--- config.mk ---
export PLATFORM = sky130hd
export DESIGN_NAME = ttd_transient_debounce
export DESIGN_NICKNAME = d
export VERILOG_FILES = /design/src/verilog/ttd_pkg.sv /design/src/verilog/ttd_axis_compare.sv /design/src/verilog/ttd_transient_debounce.sv
export VERILOG_INCLUDE_DIRS = /design/src /design/src/verilog
export SDC_FILE = /design/constraint.sdc
export NUM_CORES = 1
export LEC_CHECK = 0
export BUFFER_PORTS_ARGS = -buffer_cell sky130_fd_sc_hd__buf_2
export CAP_MARGIN = 20
export CELL_PAD_IN_SITES_DETAIL_PLACEMENT = 1
export CELL_PAD_IN_SITES_GLOBAL_PLACEMENT = 1
export CORE_MARGIN = 2
export CORE_UTILIZATION = 46
export DETAILED_ROUTE_END_ITERATION = 6
export HOLD_SLACK_MARGIN = 0.05
export PLACE_DENSITY_LB_ADDON = 0.1
export SLEW_MARGIN = 0
export SYNTH_ARGS = -nofsm -noshare
export SYNTH_HDL_FRONTEND = slang
export SYNTH_HIERARCHICAL = 1
export SYNTH_SLANG_ARGS = --single-unit
--- constraint.sdc ---
create_clock -name core_clk -period 7.8 [get_ports core_clk]
set_clock_uncertainty 0.2 [all_clocks]
set_input_delay 1.17 -clock core_clk [delete_from_list [all_inputs] [get_ports core_clk]]
set_output_delay 1.17 -clock core_clk [all_outputs]
set_load 0.05 [all_outputs]
--- src/verilog/ttd_params.svh ---
// Constants of the transient threshold and debounce stage
`ifndef TTD_PARAMS_SVH
`define TTD_PARAMS_SVH

// ==========================================================================
// Register map
`define TTD_ADDR_THS        8'h1F
`define TTD_ADDR_COUNT      8'h20
`define TTD_THS_RESET       8'h00
`define TTD_COUNT_RESET     8'h00
`define TTD_THS_MODE_BIT    7
`define TTD_THS_MSB         6
`define TTD_RDATA_IDLE      8'h00

// ==========================================================================
// Per-axis threshold split fields (one bit high, six bits low)
`define TTD_SPLIT_HI_BIT    0
`define TTD_SPLIT_LO_MSB    7
`define TTD_SPLIT_LO_LSB    2

// ==========================================================================
// Full-scale codes and threshold scaling
`define TTD_FS_2G           2'h0
`define TTD_FS_4G           2'h1
`define TTD_FS_8G           2'h2
`define TTD_SHIFT_8G        4'h6
`define TTD_SHIFT_4G        4'h7
`define TTD_SHIFT_2G        4'h8

// ==========================================================================
// Timing: one step unit is 1.25 ms, clock period 5 ns
`define TTD_STEP_UNIT_NS    1250000
`define TTD_CLK_PERIOD_NS   5

// ODR period in 1.25 ms units, codes 0 (800 Hz) to 7 (1.56 Hz)
`define TTD_ODR_MULT_0      10'h001
`define TTD_ODR_MULT_1      10'h002
`define TTD_ODR_MULT_2      10'h004
`define TTD_ODR_MULT_3      10'h008
`define TTD_ODR_MULT_4      10'h010
`define TTD_ODR_MULT_5      10'h040
`define TTD_ODR_MULT_6      10'h080
`define TTD_ODR_MULT_7      10'h200

// Longest debounce step per power mode, in 1.25 ms units
`define TTD_CAP_NORMAL      10'h010
`define TTD_CAP_LOW_NOISE_LOW_POWER_MODE        10'h040
`define TTD_CAP_HIRES       10'h002
`define TTD_CAP_LOWPWR      10'h080

`endif

--- src/verilog/ttd_pkg.sv ---
// Types shared by the transient threshold and debounce stage
package ttd_pkg;

  // ========================================================================
  // Oversampling power modes
  typedef enum logic [1:0] {
    TTD_MODE_NORMAL = 2'b00,
    TTD_MODE_LOW_NOISE_LOW_POWER_MODE   = 2'b01,
    TTD_MODE_HIRES  = 2'b10,
    TTD_MODE_LOWPWR = 2'b11
  } ttd_power_mode_t;

  // ========================================================================
  // Debounce counter behaviour on a failed period
  typedef enum logic {
    TTD_DB_DECREMENT = 1'b0,
    TTD_DB_CLEAR     = 1'b1
  } ttd_db_mode_t;

endpackage

--- src/verilog/ttd_axis_compare.sv ---
// One axis of the transient threshold comparison
`timescale 1ns/10ps
`include "ttd_params.svh"

module ttd_axis_compare
  import ttd_pkg::*;
(
  input  wire logic        [13:0] sample,
  input  wire logic        [6:0]  threshold,
  input  wire logic        [3:0]  scale_shift,
  input  wire logic               axis_enable,
  output logic                    exceeds
);

  logic [14:0] magnitude;
  logic [14:0] limit;

  // ========================================================================
  // Magnitude against threshold at 63 mg per count
  // Magnitude covers both polarities; -8192 stays representable at 15 bits
  always_comb begin
    if (sample[13]) begin
      magnitude = 15'(~{sample[13], sample} + 15'h0001);
    end else begin
      magnitude = {1'b0, sample};
    end
    limit   = 15'({8'h00, threshold} << scale_shift);
    exceeds = axis_enable && (magnitude > limit);
  end

endmodule

--- src/verilog/ttd_transient_debounce.sv ---
// Transient threshold and debounce stage of the accelerometer
// What this block does
// A set per-axis select bit gives each axis its own threshold.
// In per-axis use, X takes the low seven bits of the threshold register.
// In per-axis use, Y takes one high bit plus six bits of the next byte.
// In per-axis use, Z takes one high bit plus six bits of the next byte.
// With mode bit zero a failed period decrements the debounce counter.
// With mode bit one a failed period clears the debounce counter.
// The threshold is unsigned 7-bit at 63 mg per count, 8 g scale.
// Low-noise mode limits the measurement range to 4 g.
// The flag rises once the counter reaches the programmed count.
// The counter steps once per data-rate period.
// At low data rates the step is capped per power mode.
// Hybrid operation doubles every step.
// An enabled axis meets the condition when above threshold.
// Filtered data is compared unless the bypass bit is set.
// A holding period adds one, saturating at the programmed count.
`timescale 1ns/10ps
`include "ttd_params.svh"

module ttd_transient_debounce
  import ttd_pkg::*;
#(
  parameter int unsigned STEP_UNIT_CYCLES =
    `TTD_STEP_UNIT_NS / `TTD_CLK_PERIOD_NS
)
(
  input  wire logic                    core_clk,
  input  wire logic                    resetn,
  // Register port from the serial interface
  input  wire logic        [7:0]       reg_addr,
  input  wire logic        [7:0]       reg_wdata,
  input  wire logic                    reg_wr,
  input  wire logic                    reg_rd,
  output logic             [7:0]       reg_rdata,
  // Configuration held elsewhere in the device
  input  wire logic                    per_axis_ths_en,
  input  wire logic        [7:0]       y_ths_hi_reg,
  input  wire logic        [7:0]       y_ths_lo_reg,
  input  wire logic        [7:0]       z_ths_hi_reg,
  input  wire logic        [7:0]       z_ths_lo_reg,
  input  wire logic        [2:0]       axis_enable,
  input  wire logic                    hpf_bypass,
  input  wire logic        [1:0]       full_scale_select,
  input  wire logic                    low_noise_en,
  input  wire ttd_power_mode_t         low_noise_low_power_mode,
  input  wire logic        [2:0]       odr_select,
  input  wire logic                    hybrid_en,
  // Sample stream, one strobe per output data period
  input  wire logic                    sample_valid,
  input  wire logic        [13:0]      raw_x,
  input  wire logic        [13:0]      raw_y,
  input  wire logic        [13:0]      raw_z,
  input  wire logic        [13:0]      hpf_x,
  input  wire logic        [13:0]      hpf_y,
  input  wire logic        [13:0]      hpf_z,
  // Results
  output logic                         event_flag,
  output logic             [2:0]       axis_flags,
  output logic             [7:0]       debounce_count
);

  // ========================================================================
  // Registers 0x1F and 0x20
  logic [7:0] ths_q, ths_d;
  logic [7:0] target_q, target_d;
  logic [7:0] rdata_q, rdata_d;

  always_comb begin
    ths_d    = ths_q;
    target_d = target_q;
    rdata_d  = `TTD_RDATA_IDLE;
    if (reg_wr && reg_addr == `TTD_ADDR_THS) begin
      ths_d = reg_wdata;
    end
    if (reg_wr && reg_addr == `TTD_ADDR_COUNT) begin
      target_d = reg_wdata;
    end
    // Unmapped reads return zero
    if (reg_rd) begin
      case (reg_addr)
        `TTD_ADDR_THS:   rdata_d = ths_q;
        `TTD_ADDR_COUNT: rdata_d = target_q;
        default:         rdata_d = `TTD_RDATA_IDLE;
      endcase
    end
  end

  always_ff @(posedge core_clk or negedge resetn) begin
    if (!resetn) begin
      ths_q    <= `TTD_THS_RESET;
      target_q <= `TTD_COUNT_RESET;
      rdata_q  <= `TTD_RDATA_IDLE;
    end else begin
      ths_q    <= ths_d;
      target_q <= target_d;
      rdata_q  <= rdata_d;
    end
  end

  assign reg_rdata = rdata_q;

  // ========================================================================
  // Threshold selection and scaling
  logic [6:0]  ths_x, ths_y, ths_z;
  logic [1:0]  fs_eff;
  logic [3:0]  shift;
  logic [13:0] in_x, in_y, in_z;
  logic [2:0]  exceed;

  always_comb begin
    ths_x = ths_q[`TTD_THS_MSB:0];
    ths_y = ths_q[`TTD_THS_MSB:0];
    ths_z = ths_q[`TTD_THS_MSB:0];
    if (per_axis_ths_en) begin
      ths_y = {y_ths_hi_reg[`TTD_SPLIT_HI_BIT],
               y_ths_lo_reg[`TTD_SPLIT_LO_MSB:`TTD_SPLIT_LO_LSB]};
      ths_z = {z_ths_hi_reg[`TTD_SPLIT_HI_BIT],
               z_ths_lo_reg[`TTD_SPLIT_LO_MSB:`TTD_SPLIT_LO_LSB]};
    end
    // Low-noise caps the range at 4 g whatever the range select says
    // The spare code counts as 8 g, so it is capped as well
    fs_eff = full_scale_select;
    if (low_noise_en && full_scale_select >= `TTD_FS_8G) begin
      fs_eff = `TTD_FS_4G;
    end
    // Data counts are finer at smaller ranges, so the limit shifts more
    case (fs_eff)
      `TTD_FS_2G: shift = `TTD_SHIFT_2G;
      `TTD_FS_4G: shift = `TTD_SHIFT_4G;
      default:    shift = `TTD_SHIFT_8G;
    endcase
    in_x = hpf_bypass ? raw_x : hpf_x;
    in_y = hpf_bypass ? raw_y : hpf_y;
    in_z = hpf_bypass ? raw_z : hpf_z;
  end

  ttd_axis_compare u_cmp_x (
    .sample      (in_x),
    .threshold   (ths_x),
    .scale_shift (shift),
    .axis_enable (axis_enable[0]),
    .exceeds     (exceed[0])
  );

  ttd_axis_compare u_cmp_y (
    .sample      (in_y),
    .threshold   (ths_y),
    .scale_shift (shift),
    .axis_enable (axis_enable[1]),
    .exceeds     (exceed[1])
  );

  ttd_axis_compare u_cmp_z (
    .sample      (in_z),
    .threshold   (ths_z),
    .scale_shift (shift),
    .axis_enable (axis_enable[2]),
    .exceeds     (exceed[2])
  );

  // ========================================================================
  // Debounce step length in 1.25 ms units
  logic [9:0] odr_mult, cap_mult, step_mult;

  always_comb begin
    case (odr_select)
      3'h0:    odr_mult = `TTD_ODR_MULT_0;
      3'h1:    odr_mult = `TTD_ODR_MULT_1;
      3'h2:    odr_mult = `TTD_ODR_MULT_2;
      3'h3:    odr_mult = `TTD_ODR_MULT_3;
      3'h4:    odr_mult = `TTD_ODR_MULT_4;
      3'h5:    odr_mult = `TTD_ODR_MULT_5;
      3'h6:    odr_mult = `TTD_ODR_MULT_6;
      default: odr_mult = `TTD_ODR_MULT_7;
    endcase
    case (low_noise_low_power_mode)
      TTD_MODE_NORMAL: cap_mult = `TTD_CAP_NORMAL;
      TTD_MODE_LOW_NOISE_LOW_POWER_MODE:   cap_mult = `TTD_CAP_LOW_NOISE_LOW_POWER_MODE;
      TTD_MODE_HIRES:  cap_mult = `TTD_CAP_HIRES;
      TTD_MODE_LOWPWR: cap_mult = `TTD_CAP_LOWPWR;
      default:         cap_mult = `TTD_CAP_NORMAL;
    endcase
    step_mult = (odr_mult < cap_mult) ? odr_mult : cap_mult;
    // Hybrid halves the effective rate; widths hold 2 x 128 units
    if (hybrid_en) begin
      step_mult = 10'(step_mult << 1);
    end
  end

  // ========================================================================
  // Step timer: a unit prescaler then a unit counter
  // Free-running; a rate change takes effect at the next unit boundary
  logic [31:0] pre_q, pre_d;
  logic [9:0]  unit_q, unit_d;
  logic        unit_tick, step_tick;

  always_comb begin
    unit_tick = (pre_q == 32'(STEP_UNIT_CYCLES - 1));
    pre_d     = unit_tick ? 32'h0000_0000 : pre_q + 32'h0000_0001;
    step_tick = unit_tick && (unit_q >= step_mult - 10'h001);
    unit_d    = unit_q;
    if (unit_tick) begin
      unit_d = step_tick ? 10'h000 : unit_q + 10'h001;
    end
  end

  always_ff @(posedge core_clk or negedge resetn) begin
    if (!resetn) begin
      pre_q  <= 32'h0000_0000;
      unit_q <= 10'h000;
    end else begin
      pre_q  <= pre_d;
      unit_q <= unit_d;
    end
  end

  // ========================================================================
  // Condition capture and debounce counter
  // Condition of the latest sample stands for the whole step period
  logic [2:0] cond_q, cond_d;
  logic [7:0] cnt_q, cnt_d;
  logic       flag_q, flag_d;
  logic [2:0] axf_q, axf_d;

  always_comb begin
    cond_d = sample_valid ? exceed : cond_q;
    cnt_d  = cnt_q;
    flag_d = flag_q;
    axf_d  = axf_q;
    if (step_tick) begin
      if (|cond_q) begin
        if (cnt_q < target_q) begin
          cnt_d = cnt_q + 8'h01;
        end
        // Saturated count means the debounce time has elapsed
        flag_d = (cnt_d == target_q);
        axf_d  = flag_d ? cond_q : 3'h0;
      end else begin
        if (ths_q[`TTD_THS_MODE_BIT] == TTD_DB_CLEAR) begin
          cnt_d = 8'h00;
        end else if (cnt_q != 8'h00) begin
          cnt_d = cnt_q - 8'h01;
        end
        flag_d = 1'b0;
        axf_d  = 3'h0;
      end
    end
  end

  always_ff @(posedge core_clk or negedge resetn) begin
    if (!resetn) begin
      cond_q <= 3'h0;
      cnt_q  <= 8'h00;
      flag_q <= 1'b0;
      axf_q  <= 3'h0;
    end else begin
      cond_q <= cond_d;
      cnt_q  <= cnt_d;
      flag_q <= flag_d;
      axf_q  <= axf_d;
    end
  end

  assign event_flag     = flag_q;
  assign axis_flags     = axf_q;
  assign debounce_count = cnt_q;

endmodule

==> out/results.txt, run 1 <==
CTS HTree Levels -> 3
Fmax -> 171 MHz
Starting Density -> 0.472
vias in the first global route -> 7,966
grt ovf -> 0
Mapped Nets -> 1,223
mapped cell area -> 8530 um^2
Core ar. -> 18,100 um^2
clock-pin slew on the worst setup and hold paths -> 0.06 ns
ANT nets after route -> 0
final period utilization -> 0.750
antenna violations before repair -> 0
Post-synth EDFFs -> 0
post-CTS setup buffer count -> 0
Post-CTS Hold Buffers -> 0
hold crit path type -> register to register
CTS resizes -> 0
Synth top cells by count -> nand2_1, dfrtp_1, mux2_2
HPWL Detailed -> 18,100 um
setup_tns -> 0 ns
Synth Flop Type -> dfrtp_1
final wirelength -> 23,200 um
Seq cells post-synth -> 81
TritonCTS clock tree -> yes
Fin. Hold Viols -> 0
fin nets -> 1,352
Synth top area share -> 0.238
Mean Syn Cell Area -> 8.55 um^2
WP data required -> 7.86 ns
final setup vio count -> 0
Gate Count Post-Synth -> 998
gr usage total -> 0.241
Synth async-reset ratio -> 1.00
sequential-to-total area share from yosys stat -> 0.238
clock share of power -> 0.336
crit path max fanout -> 7
Final Util -> 0.538
post-route minimum period -> 5.85 ns
final instance area -> 9730 um^2
Int Pwr -> 851 uW
Worst Max-Slew Pin Slew -> 0.893 ns
Clock Root Buffer -> clkbuf_16
Flop pwr share -> 0.347
Worst Setup Slack, final -> 1.95 ns
Placer Congestion -> 0.843
Startpoint Class -> primary input
critical path arrival -> 5.91 ns
Post-Synth Adder-Cell Area -> 0.109
Iteration-0 DRC Markers -> 418
share of cells above drive strength 1 -> 0.247
clock latency on the worst-skew pair -> 0.35 ns
largest family of logic cells by synthesized area -> simple AND/OR/NAND/NOR gates
DP Area -> 9450 um^2
mux share of post-synthesis cell area -> 0.146
# rows -> 49
Switching Fraction -> 0.324
drt first pass iters -> 7
pwr/cell area -> 129 nW/um^2
IO Count -> 171
first-pass GRT wire length -> 39,600 um
Worst VDD drop -> 0.000189 V
largest net degree at the start of global routing -> 82
clk sinks -> 81
outcome -> finished with violations
clk buf depth -> 2
Psw -> 407 uW
static leakage -> 0.00440 uW
n_diodes -> 0
Non-Filler Instances -> 1,360
area delta synth->final -> 14.1%
RSZ-0062 raised after global routing -> false
Die Ht -> 140 um
relative slew slack -> 0.400
top cells by area, synth -> dfrtp_1, ha_1, mux2_2, xnor2_1, nand2_1
cell with the most instances after synthesis -> nand2_1
Post-Synth XOR/XNOR Area -> 0.0820
violated checks -> design-rule violations
Die X -> 140 um
Critical Path Sink Type -> register
area leader, netlist -> dfrtp_1
Simple-Gate Fraction of Synth Area -> 0.231
Die Footprint -> 19,700 um^2
distinct cell type count after synthesis -> 72
Pins Over Slew Limit -> 0
dpl cells -> 1,345
vias per cell -> 5.82
total number of vias -> 7,910
CTS buffer count -> 9
Gate power share -> 0.317
Max-cap violations -> 0
I/O Buffers -> 152
Remaining DRCs -> 14
compound-cell area share of the yosys netlist -> 0.159
Setup CP Type -> primary input to register
Avg WL per Cell -> 17.0 um
pre-CTS setup slack -> 1.74 ns
Yosys warning total -> 6
-- power by group through the flow --
| stage | Sequential [uW] | Clock [uW] | Combinational, uW |
|---|---|---|---|
| 5_1_grt | 438 | 448 | 455 |
| 4_1_cts | 437 | 432 | 400 |
| 2_1_floorplan | 441 | 0 | 287 |
| 3_3_place_gp | 444 | 0 | 383 |
| 6_report | 437 | 422 | 399 |
| 3_5_place_dp | 444 | 0 | 397 |
-- logic make-up (layout without fill, tap and decap cells) --
family	Yosys count	in the layout
buffers and inverters	71	204
adders and majority gates	74	74
AOI/OAI and AO/OA	208	208
other	4	4
DFF	81	81
xor gates and xnor gates	79	79
and+or+nand+nor	371	371
muxes	110	110
-- metal layers --
layer	wire length, um	track usage	vias up	share of wire
li1	-	-	3893	-
met1	11300	0.336	3871	0.49
met2	11000	0.407	125	0.48
met3	632	0.0267	21	0.027
met4	268	0.0521	0	0.012
met5	0	0	-	0
-- flip-flops by register name (all words and copies together), names as in the netlist --
name and cells:
unit_q 10, target_q 8, axis_flags 3, reg_rdata 8, ths_q 8, debounce_count 8, pre_q 32, event_flag 1
cond_q 3
-- through the flow --
| stage | power, uW | hold slack [ns] |
|---|---|---|
| floorplan | 728 | 0.243 |
| global placement | 827 | 0.267 |
| detailed placement | 841 | 0.262 |
| CTS | 1270 | 0.279 |
| global route | 1340 | 0.300 |
| finish | 1260 | 0.277 |
-- worst max-delay path, stage by stage --
cell      delay (ns)
buf_2           0.13
or2_2           0.32
ha_1            0.25
nor3b_1         0.19
o21ai_0         0.11
a221oi_1        0.47
o21ai_0         0.34
o21ai_0         0.26
ha_1            0.26
nand2_1         0.12
nor2_1          0.22
xnor2_1         0.14
o21ai_0         0.10
ha_1            0.18
or4_1           0.47
a31oi_1         0.47
or3_1           0.41
a21oi_1         0.10
a21oi_1         0.20
-- cell usage in the layout (no fill, tap or decap), types with 8 or more instances in the layout --
cell type  synthesis  final
nor2_1            55     55
a31oi_1            8      8
o21ai_1           13     13
nand2_1          110    110
mux2i_1           31     31
xnor2_1           53     53
o31ai_1           12     12
inv_1             31     31
ha_1              74     74
nor2b_1           17     17
mux2_2            75     75
a22oi_1           11     11
dfrtp_1           81     81
a21oi_1           54     54
clkbuf_16          0      9
o21ai_0           53     53
nand3_1           34     34
buf_2              9    151
xor2_1            25     25
nor3_1            18     18
or3_1             10     10
nor4_1            12     12
nand2b_1          40     40
nand4_1           24     24
-- final timing paths --
check,from,to,slack [ns],cells past startpoint
setup reg to reg,pre_q[21]$_DFF_PN0_,axis_flags[1]$_DFFE_PN0P_,4.40,7
min in group asynchronous,resetn,unit_q[2]$_DFFE_PN0N_,0.45,1
setup / recovery,low_noise_low_power_mode[0],debounce_count[2]$_DFFE_PN0P_,1.95,19
hold reg to reg,pre_q[31]$_DFF_PN0_,pre_q[31]$_DFF_PN0_,0.28,1
hold / removal,pre_q[31]$_DFF_PN0_,pre_q[31]$_DFF_PN0_,0.28,1
max in group asynchronous,resetn,ths_q[4]$_DFFE_PN0P_,5.82,2
-- final cells by class --
cell class	count	area (um^2)
inverter	31	116
clock buffer	10	229
timing repair buffer	158	808
multi-input combinational	846	6210
sequential	81	2030
fill	2231	8350
tap	229	287
clock inverter	5	56.3
Power figures use the tool's default switching activity.
==> run 2, diff against run 1 <==
--- a/config.mk
+++ b/config.mk
@@ -11,7 +11,7 @@
 export CELL_PAD_IN_SITES_DETAIL_PLACEMENT = 1
 export CELL_PAD_IN_SITES_GLOBAL_PLACEMENT = 1
 export CORE_MARGIN = 2
-export CORE_UTILIZATION = 46
+export CORE_UTILIZATION = 42
 export DETAILED_ROUTE_END_ITERATION = 6
 export HOLD_SLACK_MARGIN = 0.05
 export PLACE_DENSITY_LB_ADDON = 0.1
==> constraint.sdc (replaced) <==
create_clock -name core_clk -period 5.8 [get_ports core_clk]
set_clock_uncertainty 0.2 [all_clocks]
set_input_delay 0.87 -clock core_clk [delete_from_list [all_inputs] [get_ports core_clk]]
set_output_delay 0.87 -clock core_clk [all_outputs]
set_load 0.05 [all_outputs]
==> run 2 against run 1 <==
  * The flow now finishes without violations
  * Sequential power up 34%
  * Combinational power grew 34%
  * Critical path depth did not move
  * Largest cell class unchanged
==> out/results.txt, run 2 (same netlist as run 1, synthesis figures left out) <==
Die X -> 147 um
fillcell total -> 2,465
pwr/cell area -> 175 nW/um^2
antenna violations before repair -> 3
outcome -> finished, final reports clean
Top reg by flops -> pre_q
total number of vias -> 7,747
Placer Congestion -> 0.839
Startpoint Class -> primary input
setup_tns -> 0 ns
Avg WL per Cell -> 16.1 um
Fin. Hold Viols -> 0
most frequent cells in the layout -> buf_2, nand2_1, dfrtp_1
drt first pass iters -> 4
Clock Root Buffer -> clkbuf_16
HPWL Detailed -> 18,000 um
static leakage -> 0.00444 uW
CTS buffer count -> 9
Fmax -> 192 MHz
# rows -> 52
clock latency on the worst-skew pair -> 0.34 ns
max reg flops -> 32
Setup CP Type -> primary input to register
Die Footprint -> 21,500 um^2
Starting Density -> 0.424
Final Util -> 0.490
Die Ht -> 147 um
clk buf depth -> 2
Critical Path Sink Type -> register
Remaining DRCs -> 0
WP data required -> 5.84 ns
grt ovf -> 0
Post-CTS Hold Buffers -> 0
Max-cap violations -> 0
dpl cells -> 1,392
I/O Buffers -> 152
RSZ-0062 raised after global routing -> false
clock-pin slew on the worst setup and hold paths -> 0.07 ns
final wirelength -> 22,800 um
post-CTS setup buffer count -> 0
pre-CTS setup slack -> 0.279 ns
relative slew slack -> 0.392
TritonCTS clock tree -> yes
ANT nets after route -> 0
largest registers -> pre_q x32, unit_q x10
Worst Setup Slack, final -> 0.586 ns
Non-Filler Instances -> 1,411
crit path max fanout -> 6
fin nets -> 1,358
gr usage total -> 0.216
first-pass GRT wire length -> 39,000 um
share of cells above drive strength 1 -> 0.251
hold crit path type -> primary input to asynchronous set/reset pin
Iteration-0 DRC Markers -> 307
clk sinks -> 81
Worst VDD drop -> 0.000134 V
CTS resizes -> 0
area delta synth->final -> 15.6%
final setup vio count -> 0
multi-input logic area -> 6210 um^2
post-route minimum period -> 5.21 ns
commonest non-fill, non-tap cell in the layout -> buf_2
vias per cell -> 5.49
Pins Over Slew Limit -> 0
vias in the first global route -> 7,922
largest net degree at the start of global routing -> 58
IO Count -> 171
number of cells on the worst reg-to-reg path -> 10
register cell area after layout -> 2030 um^2
CTS HTree Levels -> 3
Core ar. -> 20,100 um^2
Worst Max-Slew Pin Slew -> 0.905 ns
final period utilization -> 0.899
critical path arrival -> 5.25 ns
## run 2: power breakdown
| group | total, uW | switching [uW] | internal [uW] |
|---|---|---|---|
| clock | 600 | 250 | 350 |
| combinational | 535 | 294 | 241 |
| sequential | 587 | 13.8 | 573 |
| total | 1720 | 558 | 1160 |
## run 2: cell type report
type / count / area share
Sequential cell: 81 / 0.206
Clock buffer: 11 / 0.0246
Clock inverter: 5 / 0.00647
Tap cell: 270 / 0.0343
Antenna cell: 3 / 0.000761
Inverter: 31 / 0.0118
Multi-Input combinational cell: 846 / 0.630
Timing Repair Buffer: 164 / 0.0865
## run 2: critical path: stages
cell and delay (ns):
buf_2 0.13, or2_2 0.33, ha_1 0.35, a2111oi_1 0.55, a21oi_1 0.22, o41ai_1 0.26, o21ai_0 0.14, ha_1 0.26
o2111ai_1 0.16, nor2_1 0.08, a21oi_1 0.17, a31oi_1 0.06, ha_1 0.28, o21ai_0 0.08, nand2b_1 0.08, a21oi_1 0.17
or2_2 0.38, a311o_1 0.39, o31ai_1 0.28
## run 2: metal layers
metal,routed length (um),vias up,GRT usage
li1,-,3919,-
met1,11300,3688,0.302
met2,10400,123,0.360
met3,661,17,0.0253
met4,335,0,0.0500
met5,0,-,0
## run 2: worst paths after layout
path	start	endpoint	slack, ns
max reg2reg	ths_q[1]$_DFFE_PN0P_	cond_q[2]$_DFFE_PN0P_	2.59
min in group core_clk	pre_q[31]$_DFF_PN0_	pre_q[31]$_DFF_PN0_	0.27
min	resetn	pre_q[16]$_DFF_PN0_	0.22
max	low_noise_low_power_mode[0]	debounce_count[4]$_DFFE_PN0P_	0.59
max in group asynchronous	resetn	ths_q[3]$_DFFE_PN0P_	4.11
min reg2reg	pre_q[31]$_DFF_PN0_	pre_q[31]$_DFF_PN0_	0.27
## run 2: stage by stage
step           hold WS (ns)  instance area (um^2)  total power [uW]
3_3_place_gp          0.261                  9550              1120
6_report              0.223                  9860              1720
2_1_floorplan         0.243                  8530               979
5_1_grt               0.238                  9860              1830
4_1_cts               0.226                  9850              1740
3_5_place_dp          0.264                  9550              1130
